File: src/hld_pkg.sv
// Purpose: Shared types and constants for the heater low-side driver control.
// Assumes: A 25 MHz ref_clk.
// Notes:   Filter and mask times are held in ns and turned into cycle counts.
package hld_pkg;

   localparam int CLK_PERIOD_NS = 40;
   localparam int NUM_CHANNELS  = 2;

   // Overcurrent filter window, 1.5 us to 2.5 us.
   localparam int OVC_FILT_MIN_NS = 1500;
   localparam int OVC_FILT_MAX_NS = 2500;
   // Off-state diagnosis filter window, 7 us to 13 us.
   localparam int DIAG_FILT_MIN_NS = 7000;
   localparam int DIAG_FILT_MAX_NS = 13000;
   // Diagnosis mask after switch-off, 300 us to 500 us.
   localparam int MASK_MIN_NS = 300000;
   localparam int MASK_MAX_NS = 500000;

   // Least times round up so the hardware never fires early.
   localparam int OVC_FILT_CYC =
      (OVC_FILT_MIN_NS + CLK_PERIOD_NS - 1) / CLK_PERIOD_NS;
   localparam int DIAG_FILT_CYC =
      (DIAG_FILT_MIN_NS + CLK_PERIOD_NS - 1) / CLK_PERIOD_NS;
   localparam int MASK_CYC =
      (MASK_MIN_NS + CLK_PERIOD_NS - 1) / CLK_PERIOD_NS;

   localparam int CNT_W = 14;

   // Status word layout per channel: bit 0 overcurrent, 1 open load,
   // 2 short to ground.
   localparam int ST_OVC_BIT = 0;
   localparam int ST_OL_BIT  = 1;
   localparam int ST_SG_BIT  = 2;
   localparam int ST_W       = 3;
   localparam logic [ST_W-1:0] ST_RESET = 3'h0;

   // Raw analog comparator flags for one channel.
   typedef struct packed {
      logic ovc;
      logic open_load;
      logic short_gnd;
   } hld_sense_t;

   typedef struct packed {
      logic ovc;
      logic open_load;
      logic short_gnd;
   } hld_fault_t;

endpackage

File: src/hld_filter.sv
// Purpose: Persistence filter; a level must hold for LEN cycles in a row.
// Assumes: Input already synchronous to ref_clk.
// Notes:   Any drop of the input restarts the count.
`timescale 1ns/1ps
module hld_filter #(
   parameter int LEN = 38
) (
   // Clock and reset
   input  wire logic ref_clk,
   input  wire logic rst,
   // Level in, qualified level out
   input  wire logic level,
   output logic      hit_q
);

   localparam int W = $clog2(LEN + 1);

   logic [W-1:0] cnt_q;
   logic [W-1:0] cnt_d;
   logic         hit_d;

   // The count must fit the counter width that the package allows.
   if (LEN < 1 || LEN > 2**hld_pkg::CNT_W - 1) begin : g_bad_len
      $error("hld_filter LEN out of range");
   end

   always_comb begin
      cnt_d = '0;
      hit_d = 1'b0;
      if (level) begin
         if (cnt_q >= W'(LEN - 1)) begin
            cnt_d = W'(LEN - 1);
            hit_d = 1'b1;
         end else begin
            cnt_d = cnt_q + W'(1);
         end
      end
   end

   always_ff @(posedge ref_clk or posedge rst) begin
      if (rst) begin
         cnt_q <= '0;
         hit_q <= 1'b0;
      end else begin
         cnt_q <= cnt_d;
         hit_q <= hit_d;
      end
   end

endmodule

File: src/hld_ctrl.sv
// Purpose: Control and diagnosis for two protected low-side heater drivers.
// Assumes: Command bits arrive on ref_clk from the serial port logic;
//          parallel inputs and sense flags are asynchronous pins.
// Notes:   Faults latch until the host clears them with a clear pulse.
// Notes on behaviour
// Two independent channels each carry overcurrent protection and diagnosis.
// A channel turns on only while its command bit and parallel input are high.
// A confirmed overcurrent switches the channel off on the fast path.
// Overcurrent counts only after it persists for the 1.5 us filter time.
// Off-state open load and short to ground need 7 us of persistence.
// Off-state diagnosis is masked for 300 us after each switch-off.
// Reset or global disable forces both off; faults latch in a status word.
`timescale 1ns/1ps
module hld_ctrl #(
   // Filter and mask lengths, counted in ref_clk cycles.
   parameter int OVC_LEN  = hld_pkg::OVC_FILT_CYC,
   parameter int DIAG_LEN = hld_pkg::DIAG_FILT_CYC,
   parameter int MASK_LEN = hld_pkg::MASK_CYC
) (
   // Clock and reset
   input  wire logic                         ref_clk,
   input  wire logic                         rst,
   // Host command, synchronous to ref_clk
   input  wire logic [1:0]                   heater_cmd,
   input  wire logic                         global_output_disable,
   input  wire logic                         diag_clear,
   // Parallel input pins
   input  wire logic                         heater_par_input_a,
   input  wire logic                         heater_par_input_b,
   // Analog sense flags, asynchronous
   input  wire hld_pkg::hld_sense_t          sense_a,
   input  wire hld_pkg::hld_sense_t          sense_b,
   // Driver gates
   output logic                              heater_output_a,
   output logic                              heater_output_b,
   output logic [1:0]                        fast_off_q,
   // Diagnostic status word
   output logic [2*hld_pkg::ST_W-1:0]        diag_status_q
);

   localparam int MW = $clog2(MASK_LEN + 1);

   // The port list carries exactly two channels and the filters count in
   // a fixed width, so other settings cannot be served.
   if (hld_pkg::NUM_CHANNELS != 2) begin : g_bad_chan
      $error("hld_ctrl serves exactly two channels");
   end
   if (OVC_LEN < 1 || OVC_LEN > 2**hld_pkg::CNT_W - 1) begin : g_bad_ovc
      $error("hld_ctrl OVC_LEN out of range");
   end
   if (DIAG_LEN < 1 || DIAG_LEN > 2**hld_pkg::CNT_W - 1) begin : g_bad_diag
      $error("hld_ctrl DIAG_LEN out of range");
   end
   if (MASK_LEN < 1) begin : g_bad_mask
      $error("hld_ctrl MASK_LEN out of range");
   end

   logic [1:0] par_s1_q;
   logic [1:0] par_s2_q;
   logic [2:0] sen_s1_q [2];
   logic [2:0] sen_s2_q [2];
   logic [1:0] on_q;
   logic [1:0] on_d;
   logic [1:0] fast_off_d;
   logic [MW-1:0] mask_q [2];
   logic [MW-1:0] mask_d [2];
   logic [2*hld_pkg::ST_W-1:0] diag_status_d;
   logic [1:0] ovc_hit;
   logic [1:0] ol_hit;
   logic [1:0] sg_hit;
   logic [1:0] ovc_lock_q;
   logic [1:0] ovc_lock_d;

   // Bit position of one fault flag of one channel in the status word.
   function automatic int st_pos(input int ch, input int fault);
      return ch * hld_pkg::ST_W + fault;
   endfunction

   // A channel drives only while command, pin, no global disable and no
   // overcurrent lock all agree.
   function automatic logic gate_on(input logic cmd, input logic pin,
                                    input logic dis, input logic lock);
      return cmd && pin
             && !dis && !lock;
   endfunction

   // Pins pass two flops before any logic reads them.
   // Command bits come from logic on ref_clk and skip this stage, so a pin
   // change reaches the gate two cycles later than a command change.
   always_ff @(posedge ref_clk or posedge rst) begin
      if (rst) begin
         par_s1_q <= 2'h0;
         par_s2_q <= 2'h0;
         for (int i = 0; i < 2; i++) begin
            sen_s1_q[i] <= 3'h0;
            sen_s2_q[i] <= 3'h0;
         end
      end else begin
         par_s1_q    <= {heater_par_input_b, heater_par_input_a};
         par_s2_q    <= par_s1_q;
         sen_s1_q[0] <= sense_a;
         sen_s1_q[1] <= sense_b;
         sen_s2_q[0] <= sen_s1_q[0];
         sen_s2_q[1] <= sen_s1_q[1];
      end
   end

   // One filter set per channel.
   for (genvar c = 0; c < 2; c++) begin : g_ch
      logic off_diag;
      assign off_diag = !on_q[c] && (mask_q[c] == '0);
      // The overcurrent filter runs only while the channel is on, so a
      // short present at turn-on still needs the full filter time.
      hld_filter #(.LEN(OVC_LEN)) u_ovc (
         .ref_clk (ref_clk),
         .rst     (rst),
         .level   (sen_s2_q[c][2] && on_q[c]),
         .hit_q   (ovc_hit[c])
      );
      hld_filter #(.LEN(DIAG_LEN)) u_ol (
         .ref_clk (ref_clk),
         .rst     (rst),
         .level   (sen_s2_q[c][1] && off_diag),
         .hit_q   (ol_hit[c])
      );
      hld_filter #(.LEN(DIAG_LEN)) u_sg (
         .ref_clk (ref_clk),
         .rst     (rst),
         .level   (sen_s2_q[c][0] && off_diag),
         .hit_q   (sg_hit[c])
      );
   end

   // Channel control: gate, fast turn-off and overcurrent lock.
   always_comb begin
      on_d       = 2'h0;
      fast_off_d = 2'h0;
      ovc_lock_d = ovc_lock_q;
      for (int c = 0; c < 2; c++) begin
         // The lock holds the channel off after overcurrent until the command
         // bit or the parallel input drops, so it cannot chatter into the short.
         if (!heater_cmd[c] || !par_s2_q[c]) begin
            ovc_lock_d[c] = 1'b0;
         end
         if (ovc_hit[c]) begin
            ovc_lock_d[c] = 1'b1;
         end
         on_d[c] = gate_on(heater_cmd[c], par_s2_q[c],
                           global_output_disable, ovc_lock_d[c]);
         fast_off_d[c] = ovc_hit[c] || (ovc_lock_q[c] && !on_d[c]);
      end
   end

   always_ff @(posedge ref_clk or posedge rst) begin
      if (rst) begin
         on_q            <= 2'h0;
         fast_off_q      <= 2'h0;
         ovc_lock_q      <= 2'h0;
         heater_output_a <= 1'b0;
         heater_output_b <= 1'b0;
      end else begin
         on_q            <= on_d;
         fast_off_q      <= fast_off_d;
         ovc_lock_q      <= ovc_lock_d;
         heater_output_a <= on_d[0];
         heater_output_b <= on_d[1];
      end
   end

   // Mask counters restart on every switch-off; they start at zero after
   // reset, so a channel that never ran is diagnosed at once.
   always_comb begin
      for (int c = 0; c < 2; c++) begin
         mask_d[c] = mask_q[c];
         if (on_q[c] && !on_d[c]) begin
            mask_d[c] = MW'(MASK_LEN);
         end else if (on_d[c]) begin
            mask_d[c] = '0;
         end else if (mask_q[c] != '0) begin
            mask_d[c] = mask_q[c] - MW'(1);
         end
      end
   end

   always_ff @(posedge ref_clk or posedge rst) begin
      if (rst) begin
         mask_q[0] <= '0;
         mask_q[1] <= '0;
      end else begin
         mask_q[0] <= mask_d[0];
         mask_q[1] <= mask_d[1];
      end
   end

   // Status word: clear first, so a fault in the clear cycle still latches
   // and the host never loses an event that it has not read yet.
   always_comb begin
      diag_status_d = diag_status_q;
      for (int c = 0; c < 2; c++) begin
         if (diag_clear) begin
            diag_status_d[st_pos(c, 0) +: hld_pkg::ST_W] =
               hld_pkg::ST_RESET;
         end
         if (ovc_hit[c]) begin
            diag_status_d[st_pos(c, hld_pkg::ST_OVC_BIT)] = 1'b1;
         end
         if (ol_hit[c]) begin
            diag_status_d[st_pos(c, hld_pkg::ST_OL_BIT)] = 1'b1;
         end
         if (sg_hit[c]) begin
            diag_status_d[st_pos(c, hld_pkg::ST_SG_BIT)] = 1'b1;
         end
      end
   end

   always_ff @(posedge ref_clk or posedge rst) begin
      if (rst) begin
         diag_status_q <= {2{hld_pkg::ST_RESET}};
      end else begin
         diag_status_q <= diag_status_d;
      end
   end

endmodule

File: config.mk
export PLATFORM = sky130hd
export DESIGN_NAME = hld_ctrl
export DESIGN_NICKNAME = d
export VERILOG_FILES = /design/src/hld_pkg.sv /design/src/hld_filter.sv /design/src/hld_ctrl.sv
export SDC_FILE = /design/constraint.sdc
export NUM_CORES = 1
export LEC_CHECK = 0
export BUFFER_PORTS_ARGS = -buffer_cell sky130_fd_sc_hd__buf_2
export CORE_MARGIN = 5
export CORE_UTILIZATION = 35
export CTS_CLUSTER_DIAMETER = 50
export CTS_CLUSTER_SIZE = 25
export DETAILED_ROUTE_END_ITERATION = 8
export SLEW_MARGIN = 25
export SYNTH_ARGS = -nofsm -noshare
export SYNTH_HDL_FRONTEND = slang
export SYNTH_SLANG_ARGS = --single-unit
File: constraint.sdc
create_clock -name ref_clk -period 8.81 [get_ports ref_clk]
set_clock_uncertainty 0.05 [all_clocks]
set_input_delay 0.881 -clock ref_clk [delete_from_list [all_inputs] [get_ports ref_clk]]
set_output_delay 0.881 -clock ref_clk [all_outputs]
set_load 0.02 [all_outputs]
-- Word-level counts from Yosys, hierarchy flattened
Index checks and enable logic that the tools add are counted.
- flip-flop bits (word level): 106
- bits of input ports: 14
- output and inout bits: 10
- logic and storage cells: 131
- add/sub/neg operators: 8
- $lt $le $gt $ge: 6
- multiplexer cells: 41
- reduce and logical (&&, ||, !) cells: 45
- operators with widths (operator ; number):
    13-bit two-way mux ; 6
    8-bit two-way mux ; 8
    8-bit by 1-bit adder with 8-bit output (second input constant) ; 4
    8-bit >= comparator (second input constant) ; 4
    13-bit zero test ; 2
    13-bit nonzero test ; 2
    13-bit by 1-bit subtractor with 13-bit output (second input constant) ; 2
    6-bit two-way mux ; 4
    1-bit two-way mux ; 22
    1-bit logical AND ; 18
    6-bit by 1-bit adder with 6-bit output (second input constant) ; 2
    6-bit >= comparator (second input constant) ; 2
    2-bit nonzero test ; 6
    1-bit zero test ; 11
    3-bit nonzero test ; 2
    1-bit logical OR ; 4
    3-bit two-way mux ; 1

-- Depth between registers and ports, before layout
Gate-level depths: netlist of run 1.
- depth after elaboration: 9
- mapped depth: 7
- mapped depth without buffers: 6

-- Cells and area by module
A second synthesis of run 1 with hierarchy kept.
- cells, all modules: 437
- area, all modules: 4783.3 um2
- by module, submodules not included (module ; instances ; cells an instance ; area an instance (um2)):
    hld_ctrl ; 1 ; 203 ; 2321.0
    hld_filter (g_ch[0].u_ol ...) ; 4 ; 42 ; 445.4
    hld_filter (g_ch[0].u_ovc ...) ; 2 ; 33 ; 340.3

-- Worst setup path after synthesis of run 1
Ideal clock, no wire load.
- kind: register to register
- start: register mask_q[0] in the netlist's numbering
- end: register mask_q[11] in the netlist's numbering
- library setup time: 0.131 ns
- arrival time: 1.990 ns
- data required time: 8.629 ns
- path slack: 6.639 ns
- stages on the path, launching flop included: 8
- buffers on the path: 1
- period minus slack after synthesis: 2.171 ns
- cell sequence: dfrtp_1 -> inv_1 -> ha_1 -> or4b_4 -> or4_4 -> buf_6 -> o21bai_2 -> nor3b_1
- longest elaborated chain between the ends: 4
- elaborated cells on any way between the ends: 6
- classes of those cells: add/sub (1); mux (3); reduce/logical (2)
- RTL lines (item ; RTL line ; source):
    start: declaration ; hld_ctrl.sv:65 ; logic [MW-1:0] mask_q [2];
    13-bit by 1-bit subtractor with 13-bit output ; hld_ctrl.sv:180 ; mask_d[c] = mask_q[c] - MW'(1);
    13-bit two-way mux ; hld_ctrl.sv:179 ; end else if (mask_q[c] != '0) begin
    13-bit two-way mux ; hld_ctrl.sv:177 ; end else if (on_d[c]) begin
    13-bit two-way mux ; hld_ctrl.sv:175 ; if (on_q[c] && !on_d[c]) begin
Several ways; a longest one is shown, not always the timed one. The select of a mux whose other input is x is not followed.
A chain may end at the register's enable or synchronous reset.

-- Worst setup path in the final report of run 1
- start: register mask_q[0] in the netlist's numbering
- end: register mask_q[10] in the netlist's numbering
Same word-level chain as after synthesis.

==> results.yml, run 1 <==
clock_network:
  clk_latency_ns: 0.35
  clock_tree.buffer_depth: 2
  cts_buffers: 9
  cts_hold_buf: 0
  htree_levels: 3
  cts_resized: 0
  post_cts_buffers: 0
  clk_pin_slew_worst_paths_ns: 0.07
  cts_num_sinks: 104
  root_buffer: "clkbuf_16"
  cts_tree: "done"
pwr:
  switching_share_pct: 29.63
  p_seq_share_pct: 51.1
  p_per_area_nw_per_um2: 224.5
  pwr-share-clk_pct: 32.8
  p_leak_nw: 2.303
  intPower_mw: 0.8205
  total_power_mw: 1.166
  p_sw_mw: 0.3455
  p_comb_share_pct: 16.0
  peakVddDrop_v: 0.0001016
synthesis:
  syn_inst: 419
  ys.flop_type: "dfrtp_1"
  ys_seq_elements: 104
  synth-edff-count: 0
  yosys-top-cells-area: "dfrtp_1 (57%), ha_1 (4.4%), xor2_1 (4.0%)"
  yosys.area.top_type: "dfrtp_1"
  syn-cell-area_um2: 4583
  synth_nets: 449
  synthArstFlopShare_pct: 100.0
  ys_seq_area_share_pct: 56.78
  synth_top_area_share_pct: 56.78
  syn_area_per_cell_um2: 10.94
  ys_warn_count: 0
  synthDistinctLibCells: 46
sta:
  maxSlewViolCount: 0
  min_period_over_period_pct: 25.86
  rsz0062_at_grt: "false"
  tightest_slew_ns: 0.8711
  final-setup-viol-count: 0
  hold_viol: 0
  fin_crit_ns: 2.278
  slew_headroom_pct: 41.93
  tns_ns: 0
  max_freq_mhz: 438.9
route:
  vias_per_cell: 5.005
  ant_nets: 0
  totalWireLength_mm: 8.114
  route.vias.total: 3133
  drt_iter0_markers: 183
  firstDrtPassIters: 4
  avgRoutedWirePerCell_um: 12.96
  drc: 0
setup_path:
  criticalPathCategory: "register to register"
  ff2ff_path_depth: 6
  end_kind: "register"
  worst_ep_arrival_time_ns: 2.44
  cp_max_fo: 7
  start_kind: "register"
  cp.required_ns: 8.97
placement:
  routabilityCongestion: 0.8042
  detailed_place_hpwl_mm: 5.599
  io_buffers: 23
global_routing:
  grt_start_max_net_pins: 73
  grt_pass1_vias: 3133
  global_route.overflow_total: 0
  grt_pass1_wl_mm: 14.28
  antenna_found_initial: 0
  grt_usage_pct: 11.10
floorplanning:
  row_count: 41
  coreArea_um2: 12720
  io_pins: 24
  die_width_um: 124.4
  start_util_pct: 36.02
  dieArea_um2: 15480
  die_y_um: 124.4
cells_and_area:
  final_common_cell: "dfrtp_1"
  layout.nets: 479
  antenna_cells: 0
  area_growth_pct: 13.32
  drive_gt1_share_pct: 13.00
  layout_common_cells: "dfrtp_1 (104), nor2_1 (39), a21oi_1 (36)"
min_path:
  hold_path.class: "register to register"
  holdPathStages: 0
flow_run:
  drv_cap: 0
outcome:
  status: "finished, final reports clean"
[cells by family after synthesis]
group / after synthesis / share of synthesized area, %
adders and majority gates: 16 / 4.368
buffers and inverters: 24 / 2.157
DFF: 104 / 56.78
xor gates and xnor gates: 32 / 6.115
muxes: 1 / 0.2184
and+or+nand+nor: 156 / 18.40
AOI/OAI and AO/OA: 86 / 11.96
[power groups by stage]
stage	Clock [mW]	Combinational (mW)	Sequential, mW
floorplan	0	0.161	0.585
global placement	0	0.184	0.601
detailed placement	0	0.189	0.603
CTS	0.399	0.190	0.595
global route	0.415	0.216	0.606
finish	0.383	0.187	0.596
[sequential cells by signal, indices dropped and copies added, names as in the netlist]
| name | count |
|---|---|
| par_s1_q | 2 |
| g_ch.u_sg.hit_q | 2 |
| on_q | 1 |
| g_ch.u_ol.hit_q | 2 |
| heater_output_b | 1 |
| ovc_lock_q | 2 |
| g_ch.u_sg.cnt_q | 16 |
| mask_q | 26 |
| g_ch.u_ovc.cnt_q | 12 |
| g_ch.u_ol.cnt_q | 16 |
| sen_s1_q | 6 |
| par_s2_q | 2 |
| fast_off_q | 2 |
| diag_status_q | 6 |
| g_ch.u_ovc.hit_q | 2 |
| sen_s2_q | 6 |
[area by class of cell]
type,count,area (um^2)
clock buffer,9,225.2
clock inverter,7,65.06
fill,1291,7528
inverter,17,66.31
multi-input combinational,291,1882
sequential,104,2603
tap,172,215.2
timing repair buffer,26,137.6
[Yosys cell counts (2+ instances only)]
| cell | instances |
|---|---|
| o21a_1 | 6 |
| a211o_1 | 2 |
| a31oi_1 | 4 |
| or2_2 | 6 |
| inv_1 | 17 |
| clkbuf_1 | 5 |
| a31o_2 | 2 |
| ha_1 | 16 |
| and3_1 | 4 |
| o21ai_0 | 9 |
| or3_1 | 9 |
| and4_1 | 7 |
| nand2_1 | 25 |
| o211ai_1 | 4 |
| a21oi_1 | 36 |
| xor2_1 | 21 |
| nand2b_1 | 4 |
| nand3_1 | 19 |
| nor4b_1 | 2 |
| nand3_2 | 2 |
| dfrtp_1 | 104 |
| nor4_1 | 5 |
| a211oi_1 | 4 |
| a41oi_1 | 4 |
| nand4_1 | 5 |
| or4_1 | 5 |
| nor2_1 | 39 |
| xnor2_1 | 11 |
| o31ai_1 | 2 |
| nor3_1 | 15 |
| a21o_1 | 10 |
[critical path, stage by stage (launching register included)]
cell and delay [ns]:
dfrtp_1 0.42, inv_1 0.07, ha_1 0.27, or4b_4 0.51, or4_4 0.59, o21bai_2 0.15, a31oi_1 0.06
[per-layer routing]
layer  global-route usage, %  part of all wire (%)  routed length (um)
met3                   3.473                   2.8                 231
met2                   18.86                    50                4071
met1                   13.01                    45                3669
met5                       0                     0                   0
met4                   4.513                   1.7                 140
[worst paths after layout]
kind | start | to | slack (ns)
worst min register to register | sen_s1_q[2]$_DFF_PP0_ | sen_s2_q[2]$_DFF_PP0_ | 0.30
worst min-delay path | sen_s1_q[2]$_DFF_PP0_ | sen_s2_q[2]$_DFF_PP0_ | 0.30
worst max register to register | mask_q[0]$_DFFE_PP0P_ | mask_q[10]$_DFFE_PP0P_ | 6.53
worst max-delay path | mask_q[0]$_DFFE_PP0P_ | mask_q[10]$_DFFE_PP0P_ | 6.53
min in group asynchronous | rst | diag_status_q[1]$_DFFE_PP0P_ | 0.47
max in group asynchronous | rst | sen_s2_q[5]$_DFF_PP0_ | 7.02
[stage by stage]
step                instances  cell area, um^2  utilization (%)  setup WS (ns)  hold WS (ns)
finish                    626             5194            40.82          6.532        0.2991
global route              626             5194            40.82          6.410        0.3072
detailed placement        610             4903            38.54          6.532        0.2856
global placement          610             4903            38.54          6.548        0.2813
CTS                       626             5194            40.82          6.529        0.3023
floorplan                 419             4583                -          5.147        0.2812
Note: power is estimated with default switching activity, not from simulation.
==> run 2: changes to the inputs <==
==> constraint.sdc (replaced) <==
create_clock -name ref_clk -period 2.3 [get_ports ref_clk]
set_clock_uncertainty 0.05 [all_clocks]
set_input_delay 0.23 -clock ref_clk [delete_from_list [all_inputs] [get_ports ref_clk]]
set_output_delay 0.23 -clock ref_clk [all_outputs]
set_load 0.02 [all_outputs]
==> run 2 against run 1 <==
Compared with the run above: die area unchanged; maximum frequency increased by 5.2%; worst setup slack got worse by 6.4 ns; global-route usage up 0.51 points; sequential power increased to 3.8 times the previous value; sequential cell count unchanged; critical path type unchanged; largest power group unchanged.
==> results.yml, run 2 (synthesis results as in run 1) <==
placement:
  io_buffers: 23
  routabilityCongestion: 0.8259
  detailed_place_hpwl_mm: 6.000
  dp_cells: 618
  pre_cts_slack_ns: 0.1005
cells_and_area:
  antenna_cells: 0
  top_register: "mask_q"
  top_regs: "mask_q (26), g_ch.u_ol.cnt_q (16), g_ch.u_sg.cnt_q (16)"
  seqCellArea_um2: 2603
  drive_gt1_share_pct: 14.41
  final_common_cell: "dfrtp_1"
  largest_reg_flops: 26
  area_growth_pct: 18.07
  layout.nets: 497
  fillerInstances: 1234
  layout_common_cells: "dfrtp_1 (104), nor2_1 (39), a21oi_1 (36)"
  multi_input_area_um2: 1897
  instances_no_fill: 644
pwr:
  p_per_area_nw_per_um2: 848.7
  peakVddDrop_v: 0.0003553
  total_power_mw: 4.593
  p_leak_nw: 2.399
floorplanning:
  start_util_pct: 36.02
  row_count: 41
  io_pins: 24
  die_width_um: 124.4
  dieArea_um2: 15480
  die_y_um: 124.4
  coreArea_um2: 12720
sta:
  tightest_slew_ns: 0.7029
  tns_ns: 0
  maxSlewViolCount: 0
  max_freq_mhz: 461.8
  fin_crit_ns: 2.166
  rsz0062_at_grt: "false"
  min_period_over_period_pct: 94.16
  timing.final.ws_setup_ns: 0.1343
  final-setup-viol-count: 0
  slew_headroom_pct: 53.04
  hold_viol: 0
route:
  ant_nets: 0
  totalWireLength_mm: 8.500
  firstDrtPassIters: 4
  vias_per_cell: 5.043
  route.vias.total: 3248
  drc: 0
  drt_iter0_markers: 197
  avgRoutedWirePerCell_um: 13.20
global_routing:
  grt-busiest-layer: "met2"
  use_met2_pct: 19.75
  grt_usage_pct: 11.60
  grt_start_max_net_pins: 49
  grt_pass1_wl_mm: 15.01
  use_met1_pct: 13.74
  use_met3_pct: 4.031
  antenna_found_initial: 0
  grt_pass1_vias: 3280
  global_route.overflow_total: 0
outcome:
  status: "finished, final reports clean"
clock_network:
  clock_tree.buffer_depth: 2
  cts_buffers: 9
  cts_tree: "done"
  clk_pin_slew_worst_paths_ns: 0.07
  root_buffer: "clkbuf_16"
  clk_latency_ns: 0.34
  htree_levels: 3
  cts_num_sinks: 104
  post_cts_buffers: 0
setup_path:
  criticalPathCategory: "register to register"
  cp.required_ns: 2.46
  start_kind: "register"
  worst_ep_arrival_time_ns: 2.33
  cp_max_fo: 6
  end_kind: "register"
flow_run:
  drv_cap: 0
min_path:
  hold_path.class: "primary input to register"
run 2: metrics by stage:
step	hold WS, ns	utilization [%]	instance area (um^2)
6_report	0.1005	42.54	5411
3_3_place_gp	0.2847	39.22	4990
3_5_place_dp	0.2847	39.22	4990
2_1_floorplan	0.2114	-	4587
4_1_cts	0.08668	42.33	5385
5_1_grt	0.09502	42.54	5411
run 2: power breakdown:
group / internal [mW] / leakage (nW) / switching (mW)
clock: 0.882 / 0.148 / 0.614
combinational: 0.403 / 0.878 / 0.420
sequential: 2.04 / 1.37 / 0.232
total: 3.33 / 2.40 / 1.27
run 2: timing repair:
action,CTS,global route
hold endpoints to repair,36,0
resized for setup,0,2
hold buffers,9,0
endpoints found under the setup margin,0,15
run 2: routing by layer:
layer	routed length, um	vias up
met2	4324	44
li1	-	1590
met1	3780	1602
met4	112	0
met3	282	12
met5	0	-
run 2: cell type report:
class | count | area share [%]
Timing Repair Buffer | 44 | 5.988
Multi-Input combinational cell | 291 | 35.05
Clock inverter | 1 | 0.1387
Inverter | 17 | 1.249
Clock buffer | 15 | 5.503
Tap cell | 172 | 3.977
Sequential cell | 104 | 48.09
run 2: worst paths after layout:
kind / startpoint / end / slack [ns] / cells past startpoint
min: heater_cmd[0] / ovc_lock_q[0]$_DFF_PP0_ / 0.10 / 2
max: mask_q[0]$_DFFE_PP0P_ / mask_q[11]$_DFFE_PP0P_ / 0.13 / 6
min reg2reg: sen_s1_q[0]$_DFF_PP0_ / sen_s2_q[0]$_DFF_PP0_ / 0.29 / 0
min in group asynchronous: rst / g_ch[1].u_sg.cnt_q[6]$_DFF_PP0_ / 0.50 / 3
max reg2reg: mask_q[0]$_DFFE_PP0P_ / mask_q[11]$_DFFE_PP0P_ / 0.13 / 6
max in group asynchronous: rst / mask_q[10]$_DFFE_PP0P_ / 1.04 / 4
run 2: critical path, stage by stage, from the launching register on:
cell	delay (ns)
dfrtp_1	0.42
inv_1	0.07
ha_1	0.17
or4b_4	0.51
or4_4	0.60
o21bai_2	0.16
nor3b_1	0.07
==> run 3: changes to the inputs <==
==> constraint.sdc (replaced) <==
create_clock -name ref_clk -period 1.85 [get_ports ref_clk]
set_clock_uncertainty 0.05 [all_clocks]
set_input_delay 0.185 -clock ref_clk [delete_from_list [all_inputs] [get_ports ref_clk]]
set_output_delay 0.185 -clock ref_clk [all_outputs]
set_load 0.02 [all_outputs]
==> run 3 against run 2 <==
Compared with the run above: the run now ends with setup timing left; global-route usage rose by 0.26 points; register-to-register slack got worse by 0.35 ns; clock power increased by 29%; clock-buffer cell count fell by 4; critical path depth unchanged; sequential cell count is the same; total power up 34%; first-iteration DRC count grew 8.1%; final area grew 5.4%; final cell count increased by 3.1%; largest cell class unchanged.
==> results.yml, run 3 (synthesis results as in run 1) <==
outcome:
  status: "finished, violations left"
  violations: "setup timing"
global_routing:
  grt_usage_pct: 11.86
  global_route.overflow_total: 0
  grt_pass1_wl_mm: 15.30
  grt_pass1_vias: 3297
  antenna_found_initial: 0
  grt_start_max_net_pins: 44
sta:
  fin_crit_ns: 2.069
  hold-worst-slack_ns: 0.04946
  tightest_slew_ns: 0.5025
  min_period_over_period_pct: 111.8
  slew_headroom_pct: 66.43
  maxSlewViolCount: 0
  hold_viol: 0
  timing.final.ws_setup_ns: -0.2191
  final-setup-viol-count: 14
  rsz0062_at_grt: "true"
  max_freq_mhz: 483.3
clock_network:
  clock_tree.buffer_depth: 2
  cts_tree: "done"
  cts_num_sinks: 104
  htree_levels: 3
  clk_latency_ns: 0.34
  root_buffer: "clkbuf_16"
  cts_buffers: 9
  clk_pin_slew_worst_paths_ns: 0.07
cells_and_area:
  top_regs: "mask_q (26), g_ch.u_ol.cnt_q (16), g_ch.u_sg.cnt_q (16)"
  area_growth_pct: 24.43
  layout.nets: 517
  final_core_util_pct: 44.83
  layout_common_cells: "dfrtp_1 (104), nor2_1 (35), buf_4 (28)"
  antenna_cells: 0
  drive_gt1_share_pct: 23.58
  final_common_cell: "dfrtp_1"
  top_register: "mask_q"
  largest_reg_flops: 26
route:
  firstDrtPassIters: 4
  drt_iter0_markers: 213
  avgRoutedWirePerCell_um: 13.57
  totalWireLength_mm: 9.008
  ant_nets: 0
  route.vias.total: 3351
  drc: 0
  vias_per_cell: 5.047
setup_path:
  criticalPathCategory: "register to register"
  critPathMaxStageDelay_ns: 0.57
  cp_max_fo: 6
  crit_slowest_cell: "or4_4"
  cp.required_ns: 2.01
  end_kind: "register"
  critical_path.top_delay_family: "simple AND/OR/NAND/NOR gates"
  path_cells: "inv_2 -> ha_4 -> or4b_4 -> or4_4 -> o21bai_2 -> a31oi_1"
  worst_ep_arrival_time_ns: 2.23
  start_kind: "register"
  critPathBufInv: 1
floorplanning:
  die_width_um: 124.4
  start_util_pct: 36.02
  die_y_um: 124.4
  dieArea_um2: 15480
  io_pins: 24
  row_count: 41
  coreArea_um2: 12720
placement:
  io_buffers: 23
  routabilityCongestion: 0.8270
  detailed_place_hpwl_mm: 6.235
min_path:
  hold_path.class: "primary input to register"
pwr:
  peakVddDrop_v: 0.0007963
  p_per_area_nw_per_um2: 1078
  p_leak_nw: 2.525
flow_run:
  drv_cap: 0
run 3: worst paths after layout:
kind,from,to,slack (ns),cells after the start
max in group asynchronous,rst,mask_q[9]$_DFFE_PP0P_,0.81,4
min in group asynchronous,rst,sen_s1_q[3]$_DFF_PP0_,0.37,3
worst min register to register,sen_s1_q[5]$_DFF_PP0_,sen_s2_q[5]$_DFF_PP0_,0.30,0
worst max register to register,mask_q[1]$_DFFE_PP0P_,mask_q[10]$_DFFE_PP0P_,-0.22,6
worst min-delay path,heater_cmd[1],ovc_lock_q[1]$_DFF_PP0_,0.05,2
worst max-delay path,mask_q[1]$_DFFE_PP0P_,mask_q[10]$_DFFE_PP0P_,-0.22,6
run 3: power by group:
group | switching [mW] | total, mW | internal [mW] | leakage, nW
registers | 0.236 | 2.77 | 2.54 | 1.37
logic | 0.694 | 1.44 | 0.748 | 1.00
clock network | 0.835 | 1.93 | 1.10 | 0.150
total | 1.76 | 6.15 | 4.38 | 2.52
run 3: per-stage QoR:
step | worst slack [ns] | setup TNS [ns] | power, mW | cell area [um^2] | instances
after floorplan | -0.2021 | -3.547 | 3.598 | 4608 | 419
after global placement | -0.1206 | -2.292 | 4.052 | 5146 | 636
after detailed placement | -0.1727 | -3.312 | 4.095 | 5146 | 636
after CTS | -0.1861 | -3.737 | 6.092 | 5565 | 661
after global routing | -0.2710 | -4.054 | 6.491 | 5703 | 664
final | -0.2191 | -1.321 | 6.146 | 5703 | 664
run 3: per-layer routing:
metal,GRT usage [%],up-vias,wire [um]
met5,0,-,0
met1,14.75,1644,3998
li1,-,1633,-
met2,19.43,64,4443
met3,3.731,10,401
met4,4.255,0,165
run 3: layout make-up:
type / count / area, um^2
clock inverters: 5 / 65.06
well taps: 172 / 215.2
fillers: 1243 / 7019
clock buffers: 11 / 242.7
flip-flops and latches: 104 / 2603
inverters: 17 / 67.56
multi-input cells: 291 / 2032
repair buffers: 64 / 478.0
run 3: timing repair:
item                                    4_1_cts  5_1_grt
buffers inserted                              0        2
gates cloned                                  0        1
pin swaps                                     2       17
endpoints found under the setup margin       31       31
gates resized for setup                       4       31
endpoints found under the hold margin        27        0
hold buffers                                  9        0
